**src/design/crc_pkg.sv**
```systemverilog
// constants shared by the checksum engine: register map, fields, resets
package crc_pkg;

  // ---------------------------------------------------------------------
  // register byte offsets on the wishbone slave
  // ---------------------------------------------------------------------
  localparam logic [7:0] OFS_MODE = 8'h00;  // configuration, read/write
  localparam logic [7:0] OFS_SEED = 8'h04;  // seed write, running sum read
  localparam logic [7:0] OFS_SUM = 8'h08;   // final checksum, read only
  localparam logic [7:0] OFS_DATA = 8'h0c;  // message bytes, write only
  localparam logic [7:0] OFS_CTRL = 8'h10;  // module reset, write only

  // ---------------------------------------------------------------------
  // field positions in the mode register
  // ---------------------------------------------------------------------
  localparam int POLY_LSB = 0;      // two-bit polynomial select
  localparam int REV_IN_BIT = 2;    // mirror each input byte
  localparam int CPL_IN_BIT = 3;    // invert each input byte
  localparam int REV_OUT_BIT = 4;   // mirror the result
  localparam int CPL_OUT_BIT = 5;   // invert the result
  localparam int CFG_W = 6;         // implemented mode bits
  localparam int SOFT_RST_BIT = 0;  // control register: module reset

  // ---------------------------------------------------------------------
  // polynomial selections and generator values
  // ---------------------------------------------------------------------
  typedef enum logic [1:0] {
    POLY_CCITT = 2'h0,  // x16+x12+x5+1
    POLY_16 = 2'h1,     // x16+x15+x2+1
    POLY_32 = 2'h2      // ethernet 32-bit
  } poly_sel_t;

  localparam logic [15:0] GEN_CCITT = 16'h1021;
  localparam logic [15:0] GEN_16 = 16'h8005;
  localparam logic [31:0] GEN_32 = 32'h04c11db7;

  // ---------------------------------------------------------------------
  // reset values
  // ---------------------------------------------------------------------
  localparam logic [CFG_W-1:0] CFG_RST = 6'h00;
  localparam logic [31:0] SUM_RST = 32'h0000ffff;

endpackage

```
**src/design/crc_checksum_engine.sv**
```systemverilog
// checksum engine with wishbone slave, input fifo and its fifo module
`timescale 1ns/10ps

// -----------------------------------------------------------------------
// word fifo: parameterised width and depth, valid/ready on both sides
// -----------------------------------------------------------------------
module crc_word_fifo #(
  parameter int WIDTH = 36,
  parameter int DEPTH = 8
) (
  input wire logic clk,
  input wire logic reset_n,
  input wire logic in_valid,
  output logic in_ready,
  input wire logic [WIDTH-1:0] in_data,
  output logic out_valid,
  input wire logic out_ready,
  output logic [WIDTH-1:0] out_data
);
  localparam int AW = $clog2(DEPTH);
  logic [WIDTH-1:0] mem [DEPTH];  // storage, no reset needed
  logic [AW:0] wr_ptr;  // extra bit tells full from empty
  logic [AW:0] rd_ptr;
  logic [AW:0] next_wr_ptr;
  logic [AW:0] next_rd_ptr;
  logic push;
  logic pop;

  // honest flags from the pointer pair
  always_comb begin
    out_valid = (wr_ptr != rd_ptr);
    in_ready = !((wr_ptr[AW-1:0] == rd_ptr[AW-1:0]) &&
                 (wr_ptr[AW] != rd_ptr[AW]));
    push = in_valid && in_ready;
    pop = out_valid && out_ready;
    next_wr_ptr = push ? wr_ptr + 1'b1 : wr_ptr;
    next_rd_ptr = pop ? rd_ptr + 1'b1 : rd_ptr;
    out_data = mem[rd_ptr[AW-1:0]];
  end

  // pointers and storage
  always_ff @(posedge clk) begin
    if (!reset_n) begin
      wr_ptr <= '0;
      rd_ptr <= '0;
    end else begin
      wr_ptr <= next_wr_ptr;
      rd_ptr <= next_rd_ptr;
    end
    if (push) begin
      mem[wr_ptr[AW-1:0]] <= in_data;
    end
  end
endmodule

// What this block does
// - three polynomials: ccitt, crc16, ethernet crc32
// - input-reverse mirrors each byte before folding
// - input-complement inverts each byte before folding
// - output-reverse mirrors result on read
// - output-complement inverts result on read
// - full-word seed write (all four byte selects) loads sum, starts new computation
// - bytes folded most significant byte first
// - result read gives full 32-bit checksum in crc32 mode
// - 16-bit polynomials give a 16-bit result
// - config and running sum read back, resumable
// - module reset restores config and sum
module crc_checksum_engine #(
  parameter int FIFO_DEPTH = 8
) (
  input wire logic clk,
  input wire logic reset_n,
  input wire logic cyc_i,
  input wire logic stb_i,
  input wire logic we_i,
  input wire logic [7:0] adr_i,
  input wire logic [31:0] dat_i,
  input wire logic [3:0] sel_i,
  output logic [31:0] dat_o,
  output logic ack_o
);
  // ---------------------------------------------------------------------
  // state and wiring
  // ---------------------------------------------------------------------
  logic [crc_pkg::CFG_W-1:0] cfg;  // mode register
  logic [crc_pkg::CFG_W-1:0] next_cfg;
  logic [31:0] sum;  // running checksum, raw
  logic [31:0] next_sum;
  logic [31:0] next_dat_o;
  logic next_ack;
  logic req;  // a bus request waits for its answer
  logic commit;  // the ack edge: writes take effect here
  logic hit_mode, hit_seed, hit_sum, hit_data, hit_ctrl;
  logic can_answer;  // no stall needed for this access
  logic fifo_in_ready;
  logic fifo_out_valid;
  logic fifo_out_ready;
  logic [35:0] fifo_out_data;
  logic wr_data, wr_seed, wr_mode, wr_soft;

  // ---------------------------------------------------------------------
  // checksum helpers
  // ---------------------------------------------------------------------
  // one byte, msb first, non-reflected shift register form
  function automatic logic [31:0] fold_byte(input logic [31:0] c,
                                            input logic [7:0] d,
                                            input logic [1:0] m);
    logic fb;
    logic [31:0] r;
    r = c;
    for (int i = 7; i >= 0; i--) begin
      if (m == crc_pkg::POLY_32) begin
        fb = r[31] ^ d[i];
        r = {r[30:0], 1'b0};
        if (fb) begin
          r = r ^ crc_pkg::GEN_32;
        end
      end else begin
        fb = r[15] ^ d[i];
        r = {16'h0000, r[14:0], 1'b0};
        if (fb) begin
          r[15:0] = r[15:0] ^ ((m == crc_pkg::POLY_16) ?
                    crc_pkg::GEN_16 : crc_pkg::GEN_CCITT);
        end
      end
    end
    return r;
  endfunction

  // input byte conditioning
  function automatic logic [7:0] prep_byte(input logic [7:0] d,
                                           input logic [5:0] c);
    logic [7:0] r;
    r = d;
    if (c[crc_pkg::REV_IN_BIT]) begin
      r = {<<{d}};
    end
    if (c[crc_pkg::CPL_IN_BIT]) begin
      r = ~r;
    end
    return r;
  endfunction

  // a fifo entry: four lanes, lane 3 first, only enabled lanes fold
  function automatic logic [31:0] fold_word(input logic [31:0] c,
                                            input logic [35:0] e,
                                            input logic [5:0] g);
    logic [31:0] r;
    r = c;
    for (int b = 3; b >= 0; b--) begin
      if (e[32+b]) begin
        r = fold_byte(r, prep_byte(e[8*b +: 8], g),
                      g[crc_pkg::POLY_LSB +: 2]);
      end
    end
    return r;
  endfunction

  // result as software sees it
  function automatic logic [31:0] shape_out(input logic [31:0] c,
                                            input logic [5:0] g);
    logic [31:0] r;
    r = c;
    if (g[crc_pkg::POLY_LSB +: 2] == crc_pkg::POLY_32) begin
      if (g[crc_pkg::REV_OUT_BIT]) begin
        r = {<<{c}};
      end
      if (g[crc_pkg::CPL_OUT_BIT]) begin
        r = ~r;
      end
    end else begin  // 16-bit result, upper half zero
      r = {16'h0000, c[15:0]};
      if (g[crc_pkg::REV_OUT_BIT]) begin
        r[15:0] = {<<{c[15:0]}};
      end
      if (g[crc_pkg::CPL_OUT_BIT]) begin
        r[15:0] = ~r[15:0];
      end
    end
    return r;
  endfunction

  // ---------------------------------------------------------------------
  // wishbone slave
  // ---------------------------------------------------------------------
  // data writes only stall when the fifo is full; every other access
  // waits for the fifo to drain so that config and sum are consistent
  always_comb begin
    req = cyc_i && stb_i;
    commit = req && ack_o;
    hit_mode = (adr_i == crc_pkg::OFS_MODE);
    hit_seed = (adr_i == crc_pkg::OFS_SEED);
    hit_sum = (adr_i == crc_pkg::OFS_SUM);
    hit_data = (adr_i == crc_pkg::OFS_DATA);
    hit_ctrl = (adr_i == crc_pkg::OFS_CTRL);
    can_answer = (hit_data && we_i) ? fifo_in_ready
                                    : !fifo_out_valid;
    next_ack = req && !ack_o && can_answer;
    wr_data = commit && we_i && hit_data;
    wr_seed = commit && we_i && hit_seed && (&sel_i);
    wr_mode = commit && we_i && hit_mode && sel_i[0];
    wr_soft = commit && we_i && hit_ctrl && sel_i[0] &&
              dat_i[crc_pkg::SOFT_RST_BIT];
    // read data is captured with the ack; unmapped reads give zero
    // a stalled read leaves dat_o at zero, so data only shows with ack
    next_dat_o = 32'h00000000;
    if (req && !ack_o && !we_i && can_answer) begin
      if (hit_mode) begin
        next_dat_o = {26'h0000000, cfg};
      end else if (hit_seed) begin
        next_dat_o = sum;
      end else if (hit_sum) begin
        next_dat_o = shape_out(sum, cfg);
      end
    end
  end

  // bus answer registers
  always_ff @(posedge clk) begin
    if (!reset_n) begin
      ack_o <= 1'b0;
      dat_o <= 32'h00000000;
    end else begin
      ack_o <= next_ack;
      dat_o <= next_dat_o;
    end
  end

  // ---------------------------------------------------------------------
  // data path fifo
  // ---------------------------------------------------------------------
  // the engine pauses draining while a config access commits, which can
  // only happen with the fifo empty, so no byte is ever dropped
  assign fifo_out_ready = !(wr_seed || wr_mode || wr_soft);

  crc_word_fifo #(
    .WIDTH(36),
    .DEPTH(FIFO_DEPTH)
  ) u_fifo (
    .clk(clk),
    .reset_n(reset_n),
    .in_valid(wr_data),
    .in_ready(fifo_in_ready),
    .in_data({sel_i, dat_i}),
    .out_valid(fifo_out_valid),
    .out_ready(fifo_out_ready),
    .out_data(fifo_out_data)
  );

  // ---------------------------------------------------------------------
  // configuration and running checksum
  // ---------------------------------------------------------------------
  always_comb begin
    next_cfg = cfg;
    next_sum = sum;
    if (wr_soft) begin
      next_cfg = crc_pkg::CFG_RST;
      next_sum = crc_pkg::SUM_RST;
    end else if (wr_mode) begin
      next_cfg = dat_i[crc_pkg::CFG_W-1:0];
    end else if (wr_seed) begin  // full seed, 16-bit modes use low half
      next_sum = dat_i;
    end else if (fifo_out_valid && fifo_out_ready) begin
      next_sum = fold_word(sum, fifo_out_data, cfg);
    end
  end

  // config and sum registers
  always_ff @(posedge clk) begin
    if (!reset_n) begin
      cfg <= crc_pkg::CFG_RST;
      sum <= crc_pkg::SUM_RST;
    end else begin
      cfg <= next_cfg;
      sum <= next_sum;
    end
  end
endmodule

```
**config.mk**
```make
export PLATFORM = sky130hd
export DESIGN_NAME = crc_checksum_engine
export DESIGN_NICKNAME = d
export VERILOG_FILES = /design/src/design/crc_pkg.sv /design/src/design/crc_checksum_engine.sv
export SDC_FILE = /design/constraint.sdc
export NUM_CORES = 1
export LEC_CHECK = 0
export BUFFER_PORTS_ARGS = -buffer_cell sky130_fd_sc_hd__buf_2
export CORE_UTILIZATION = 40
export CTS_BUF_LIST = sky130_fd_sc_hd__clkbuf_4 sky130_fd_sc_hd__clkbuf_8 sky130_fd_sc_hd__clkbuf_16
export DETAILED_ROUTE_END_ITERATION = 8
export GPL_ROUTABILITY_DRIVEN = 0
export HOLD_SLACK_MARGIN = 0.08
export PLACE_DENSITY_LB_ADDON = 0.08
export SYNTH_ARGS = -nofsm -noshare
export SYNTH_HDL_FRONTEND = slang
export SYNTH_SLANG_ARGS = --single-unit
```
**constraint.sdc**
```tcl
create_clock -name clk -period 13.3 [get_ports clk]
set_input_delay 1.33 -clock clk [delete_from_list [all_inputs] [get_ports clk]]
set_output_delay 1.33 -clock clk [all_outputs]
set_load 0.01 [all_outputs]
```
# --- Word level (Yosys, flattened, before mapping) ---
# Memory sizes are Yosys's and may differ from the RTL's. A register that Yosys moved wholly into a read port is not among the register bits.
# Cells that the tools add are included.
word_totals:
  register_bits: 79
  ram_bits: 288
  inputBits: 49
  output_inout_bits: 33
  wordCells: 515
  memories: 1
mem_list:
  columns: ["memory", "words", "word_bits", "rd", "rd_clocked_by_memory_dff", "wr", "line", "source"]
  rows:
  - ["u_fifo.mem", 8, 36, 1, 1, 1, "crc_checksum_engine.sv:21", "logic [WIDTH-1:0] mem [DEPTH];"]
op_classes:
  add_sub_neg: 2
  n_eq_ne: 9
  mux: 326
  bitwise: 137
  reduce_logical: 33
op_table:
  columns: ["cell", "count"]
  rows:
  - ["32-bit two-way mux", 200]
  - ["27-bit two-way mux", 32]
  - ["16-bit two-way mux", 40]
  - ["16-bit XOR", 32]
  - ["14-bit NOT", 32]
  - ["8-bit two-way mux", 48]
  - ["1-bit XOR", 64]
  - ["32-bit NOT", 1]
  - ["8-bit NOT", 4]
  - ["1-bit logical AND", 19]
  - ["8-bit by 4-bit == test with 1-bit output, second input constant", 2]
  - ["16-bit NOT", 1]
  - ["4-bit by 1-bit adder with 4-bit output, second input constant", 2]
  - ["8-bit by 3-bit == test with 1-bit output, second input constant", 1]
  - ["8-bit by 5-bit == test with 1-bit output, second input constant", 1]
  - ["8-bit zero test", 1]
  - ["3-bit two-way mux", 2]
  - ["6-bit two-way mux", 1]
  - ["1-bit zero test", 5]
  - ["4-bit inequality test", 1]
  - ["2-bit AND reduction", 2]
  - ["4-bit AND reduction", 1]
  - ["3-bit == test", 1]
  - ["1-bit two-way mux", 3]
  - ["8 further kinds", 11]

# --- Logic depth before layout (Yosys ltp) ---
# Gate-level depths: netlist (run 1).
logic_depth:
  depth_word: 274
  depth_mapped: 37
  ltp_nobuf: 31

# --- Modules after synthesis ---
# From an unflattened synthesis (run 1), not the netlist that was laid out.
hier_totals:
  hier_cells: 2462
  hier_area_um2: 26546.7
modules_own_cells:
  columns: ["module", "n_inst", "cells_per_inst", "area_each_um2", "seq_area_each_um2"]
  rows:
  - ["crc_checksum_engine", 1, 1961, 14719.1, 1421.4]
  - ["crc_word_fifo", 1, 501, 11827.6, 8868.5]

# --- Least setup slack after synthesis (run 1) ---
# No wires, ideal clock.
synth_timing:
  kind: "reg2reg"
  from: "register (tool-made name)"
  to: "register sum[15]"
  setup_ns: 0.127
  arrival_time_ns: 9.228
  required_ns: 13.173
  setup_slack_ns: 3.945
  stages_incl_launch_ff: 35
  path_buffers: 3
  synth_period_minus_slack_ns: 9.355
  cell_sequence: "dfxtp_1 buf_6 buf_6 mux4_2 mux4_2 buf_6 xor2_2 nor2_4 a211oi_1 mux2i_4 xor2_1 xor2_2 a211oi_4 xor2_4 xor2_4 mux2i_4 xnor2_4 xnor3_1 o2111ai_1 o2111ai_1 or4_1 o211a_2 nor3_2 nor3_1 or4_1 o211ai_2 o21ai_0 o311ai_0 a31oi_1 xnor2_1 xor3_1 xor2_1 or3_1 a31oi_1 o21ai_1"
synth_rtl:
  columns: ["element", "line", "source"]
  rows:
  - ["end signal: assignment", "crc_checksum_engine.sv:272", "sum <= crc_pkg::SUM_RST;"]
  - ["end signal: assignment", "crc_checksum_engine.sv:275", "sum <= next_sum;"]
  - ["end: declaration", "crc_checksum_engine.sv:87", "logic [31:0] sum;"]

==> results.yml, run 1 <==
drt:
  dr.pass1.iters: 5
  drt_iter0_drc: 2068
  viasPerCell: 6.07
  drc_errors: 0
  antenna_left: 0
  vias: 20458
  routed_wl_um: 92700
  wl_per_cell_um: 27.5
layout:
  area_delta_synth_final_pct: 11.3
  final_common_cell: "xnor2_1"
  drive_gt1_frac: 0.157
  final_cell_mix: "xnor2_1, edfxtp_1, nand2_1"
  nets: 2530
  fillers: 6062
die:
  io-pin-count: 82
  design.core.area_mm2: 0.0642
  die-area_mm2: 0.0659
  die_w_um: 257
  start_util: 0.404
  die_y_um: 257
  rows: 93
critical_path:
  cpMostUsedCell: "mux2i_1"
  max_stage_delay_ns: 0.76
  start_kind: "flip-flop"
  cpMaxStageDelayCell: "dfxtp_4"
  critPathKind: "flip-flop to flip-flop"
  end_kind: "flip-flop"
  worstPathRequired_ns: 13.73
  ff2ff_path_depth: 31
  critPathMaxFanout: 33
  cp.arrival_ns: 11.52
power_and_ir_drop:
  seq_power_share: 0.479
  p_int_mw: 2.02
  power_frac_clock: 0.477
  p_sw_uw: 587
  ir_drop_mv: 0.0907
  swShare: 0.226
  combPwrFrac: 0.044
  p_per_area_mw_per_mm2: 90.1
  leakage_nw: 9.78
sta:
  min_period_ns: 11.09
  tightest_slew_ns: 1.17
  maxSlewViolCount: 0
  period_share: 0.834
  setup_viol: 0
  fin_skew_ns: 0.0488
  hold_violations: 0
  finalSetupTns_ns: 0
  finalWorstSetupSlack_ns: 2.21
  max_freq_mhz: 90.2
  max_slew_margin: 0.218
  rsz0062_at_grt: "false"
cts:
  cts_buffers: 43
  htreeDepth: 2
  cts_buffer_depth: 3
  cts_sinks: 370
  cts_tree: "built"
  cts-root-buf: "clkbuf_16"
  clock_latency_ns: 0.61
  cts_setup_buffers: 0
  path_clk_slew_ns: 0.06
  hold_buffers: 0
  post_cts_resized: 0
placed_design:
  post-place-ws_ns: 2.34
  portBuffers: 81
  hpwl_um: 67100
global_route:
  grt_pass1_wl_um: 135000
  grtUsageTotal: 0.277
  grt_max_degree: 58
  gr-total-overflow: 0
  grt_antenna_before_repair: 7
  grt_pass1_vias: 19708
logic_synthesis:
  synth_top_area_frac: 0.333
  synth_fp_nets: 2512
  ys.flop_type: "edfxtp_1"
  synth_top_area_cell: "edfxtp_1"
  ys_seq_area_frac: 0.397
  synth_warnings: 0
  synthCells: 2461
  synth.avg_cell_area_um2: 10.5
  async_reset_ff_frac: 0
  synth_area_leaders: "edfxtp_1, xnor2_1, mux4_2"
  synthDistinctLibCells: 91
  yosys_register_bits: 370
  synth_edf_count: 288
  netlist_area_mm2: 0.0259
min_path:
  holdCritPathClass: "flip-flop to flip-flop"
  hold_depth: 2
status:
  status: "completed"
run:
  cap_violations: 0
## logic make-up after synthesis
family,share of synthesized area
and+or+nand+nor,0.121
xor gates and xnor gates,0.207
muxes,0.116
DFF,0.397
adders and majority gates,0.000964
buffers and inverters,0.0301
AOI/OAI and AO/OA,0.129
## power by group through the flow
stage	Combinational, mW	Clock [mW]	Sequential, mW
4_1_cts	0.113	1.27	1.25
6_report	0.114	1.24	1.25
2_1_floorplan	0.0675	0	1.27
5_1_grt	0.123	1.31	1.25
3_3_place_gp	0.111	0	1.27
3_5_place_dp	0.112	0	1.27
## Yosys cell counts (6+ instances only)
cell,n
edfxtp_1,288
nor4_1,7
o221ai_1,14
and2_1,27
o211a_1,9
a221oi_1,7
mux4_2,90
o21ai_0,125
o2111ai_1,15
a22o_1,7
or4_1,7
a211oi_1,24
a211o_1,7
buf_1,31
nand2_1,223
mux2i_1,74
or2_2,7
a22oi_1,53
nor3_1,44
xnor3_1,27
a21boi_0,6
nand3_1,57
buf_2,11
a31oi_1,14
a21o_1,10
nand2b_1,17
nor2b_1,8
nor2_1,189
xor3_1,10
xnor2_1,325
o22ai_1,22
o31ai_1,14
or3_1,18
nand3b_1,8
xor2_1,155
o211ai_1,34
mux2_2,14
dfxtp_1,82
a21oi_1,103
clkbuf_1,130
inv_1,13
and3_1,28
nand4_1,15
## sequential cells by signal, summed over array words and instances, names as in the netlist, named ones only
register and count:
u_fifo.mem 288, sum 32, dat_o 32, u_fifo.rd_ptr 4, u_fifo.wr_ptr 4, ack_o 1, cfg 6
## final cells by class
cell class                 instances  area (um2)  share of cell area
antenna                            1        2.50           0.0000866
clock buffer                      51        1230              0.0426
clock inverter                    28         275             0.00953
inverter                          15        56.3             0.00195
multi-input combinational       1897       15000               0.520
sequential                       370       10300               0.357
tap                              855        1070              0.0370
timing repair buffer             152         938              0.0325
## stage by stage
stage / hold slack [ns] / cell area [um2] / instances / utilization / power (mW)
final: 0.453 / 28900 / 3369 / 0.450 / 2.60
after CTS: 0.455 / 28900 / 3368 / 0.450 / 2.63
after floorplan: 0.492 / 25900 / 2461 / - / 1.34
after detailed placement: 0.448 / 27400 / 3289 / 0.426 / 1.38
after global placement: 0.444 / 27400 / 3289 / 0.426 / 1.38
after global routing: 0.473 / 28900 / 3368 / 0.450 / 2.68
## per-layer routing
layer,vias up,GRT usage,part of all wire
li1,9072,-,-
met1,10182,0.384,0.43
met2,965,0.434,0.45
met3,231,0.0408,0.077
met4,8,0.112,0.044
met5,-,0,0.00058
## worst max-delay path: cells and delay by family, from the launching register on
family,cells,cell delay [ns]
muxes,5,1.95
xor gates and xnor gates,8,2.99
AOI/OAI and AO/OA,9,2.63
DFF,1,0.76
and+or+nand+nor,9,2.54
## final timing paths
check	end	slack (ns)	startpoint
worst max-delay path	sum[15]	2.21	flip-flop
worst max register to register	sum[15]	2.21	flip-flop
worst min register to register	cfg[1]	0.45	cfg[1]
worst min-delay path	cfg[1]	0.45	cfg[1]
(Power assumes the default switching activity.)
==> inputs of run 2 (changes only) <==
clock period = 10.8 ns   (was 13.3 ns; I/O delays follow)
==> run 2 against run 1 <==
- worst setup slack got worse by 1.6 ns
- critical path type unchanged
- final cell count increased by 1.7%
- combinational power increased by 26%
- hold slack improved by 0.084 ns
- largest power group unchanged
- clock power increased by 14%
- die area unchanged
==> results.yml, run 2 (synthesized netlist as in run 1, its figures left out) <==
die:
  start_util: 0.404
  die_w_um: 257
  die-area_mm2: 0.0659
  die_y_um: 257
  io-pin-count: 82
  design.core.area_mm2: 0.0642
  rows: 93
drt:
  dr.pass1.iters: 6
  antenna_left: 0
  drc_errors: 0
  viasPerCell: 5.99
  vias: 20528
  routed_wl_um: 94700
  wl_per_cell_um: 27.6
  drt_iter0_drc: 2300
critical_path:
  cpMaxStageDelayCell: "or4_1"
  r2r_end: "sum[5]"
  ff2ff_path_depth: 35
  critPathMaxFanout: 10
  start_kind: "flip-flop"
  r2r_slack_ns: 0.59
  max_stage_delay_ns: 0.60
  critPathKind: "flip-flop to flip-flop"
  cp.arrival_ns: 10.66
  end_kind: "flip-flop"
  worstPathRequired_ns: 11.25
  critical_path.endpoint: "sum[5]"
power_and_ir_drop:
  p_sw_uw: 687
  power_frac_clock: 0.457
  p_per_area_mw_per_mm2: 106
  leakage_nw: 10.0
  swShare: 0.222
  combPwrFrac: 0.047
  ir_drop_mv: 0.0995
  p_int_mw: 2.40
  seq_power_share: 0.496
sta:
  max_slew_margin: 0.201
  setup_viol: 0
  finalWorstSetupSlack_ns: 0.591
  fin_skew_ns: 0.0389
  tightest_slew_ns: 1.19
  period_share: 0.945
  maxSlewViolCount: 0
  min_period_ns: 10.21
  hold_violations: 0
  max_freq_mhz: 98.0
layout:
  area_delta_synth_final_pct: 12.8
  largest_reg_flops: 288
  final_common_cell: "xnor2_1"
  postLayoutCoreUtil: 0.455
  finalInstanceArea_mm2: 0.0293
  nets: 2587
  drive_gt1_frac: 0.180
  final_cell_mix: "xnor2_1, edfxtp_1, nand2_1"
global_route:
  grt_antenna_before_repair: 3
  grtUsageTotal: 0.284
  grt_pass1_vias: 19775
  grt_pass1_wl_um: 138000
  grt_max_degree: 52
  gr-total-overflow: 0
cts:
  hold_buffers: 0
  htreeDepth: 2
  cts_sinks: 370
  cts_buffers: 41
  path_clk_slew_ns: 0.06
  cts_buffer_depth: 3
  cts-root-buf: "clkbuf_16"
  clock_latency_ns: 0.59
  cts_tree: "built"
status:
  status: "completed"
placed_design:
  hpwl_um: 69300
  placed_area_mm2: 0.0278
  portBuffers: 81
  post-place-ws_ns: 0.328
min_path:
  holdCritPathClass: "flip-flop to flip-flop"
run:
  cap_violations: 0
==> run 2: changes by cell type in the layout (fill, tap and decap cells not counted), sizes merged <==
| cell | before | now |
|---|---|---|
| diode | 1 | 2 |
| inv | 20 | 16 |
| clkinvlp | 1 | 3 |
| clkinv | 19 | 15 |
| clkbuf | 51 | 53 |
| buf | 152 | 211 |
==> run 2: worst min path at each step <==
stage                           startpoint               end  cells past startpoint
after CTS                 u_fifo.wr_ptr[0]  u_fifo.wr_ptr[0]                      2
after global placement    u_fifo.wr_ptr[0]  u_fifo.wr_ptr[0]                      2
after global routing      u_fifo.wr_ptr[0]  u_fifo.wr_ptr[0]                      2
after floorplan           u_fifo.wr_ptr[0]  u_fifo.wr_ptr[0]                      2
final                     u_fifo.wr_ptr[0]  u_fifo.wr_ptr[0]                      2
after detailed placement  u_fifo.wr_ptr[0]  u_fifo.wr_ptr[0]                      2
==> run 2: worst max-delay path, delay by kind of cell (launching register included) <==
kind                   cells  cell delay (ns)
AO/OA/AOI/OAI             14             3.89
multiplexers               3             0.88
AND/OR/NAND/NOR            8             1.95
flip-flops                 1             0.44
XOR/XNOR                   6             2.01
buffers and inverters      4             0.86
==> run 2: timing repair <==
item | in CTS | in global routing
endpoints found under the setup margin | 0 | 11
setup buffers | 0 | 5
resized for setup | 0 | 18
==> run 2: metal layers <==
metal  track usage  vias up  wire length [um]
met4         0.113        4              4060
li1              -     9188                 -
met2         0.436      942             42200
met3        0.0473      198              7230
met5             0        -                31
met1         0.397    10196             41100
==> run 2: final cells by class <==
type | instances | area (um2)
antenna | 2 | 5.00
clock buffer | 53 | 1130
clock inverter | 22 | 208
fill | 6110 | 35000
inverter | 15 | 56.3
multi-input combinational | 1897 | 15100
sequential | 370 | 10300
tap | 855 | 1070
timing repair buffer | 211 | 1400
==> run 2: through the flow <==
stage	setup TNS [ns]	hold slack (ns)	power [mW]	instances
after floorplan	0	0.492	1.65	2461
after global placement	0	0.520	1.70	3343
after detailed placement	0	0.528	1.70	3343
after CTS	0	0.536	3.11	3418
after global routing	-0.00737	0.579	3.18	3423
final	0	0.537	3.09	3425
==> run 2: power groups by stage <==
stage	clock network, mW	logic [mW]	registers [mW]
after global placement	0	0.139	1.56
final	1.41	0.144	1.53
after floorplan	0	0.0831	1.56
after CTS	1.44	0.142	1.53
after detailed placement	0	0.141	1.56
after global routing	1.49	0.155	1.53
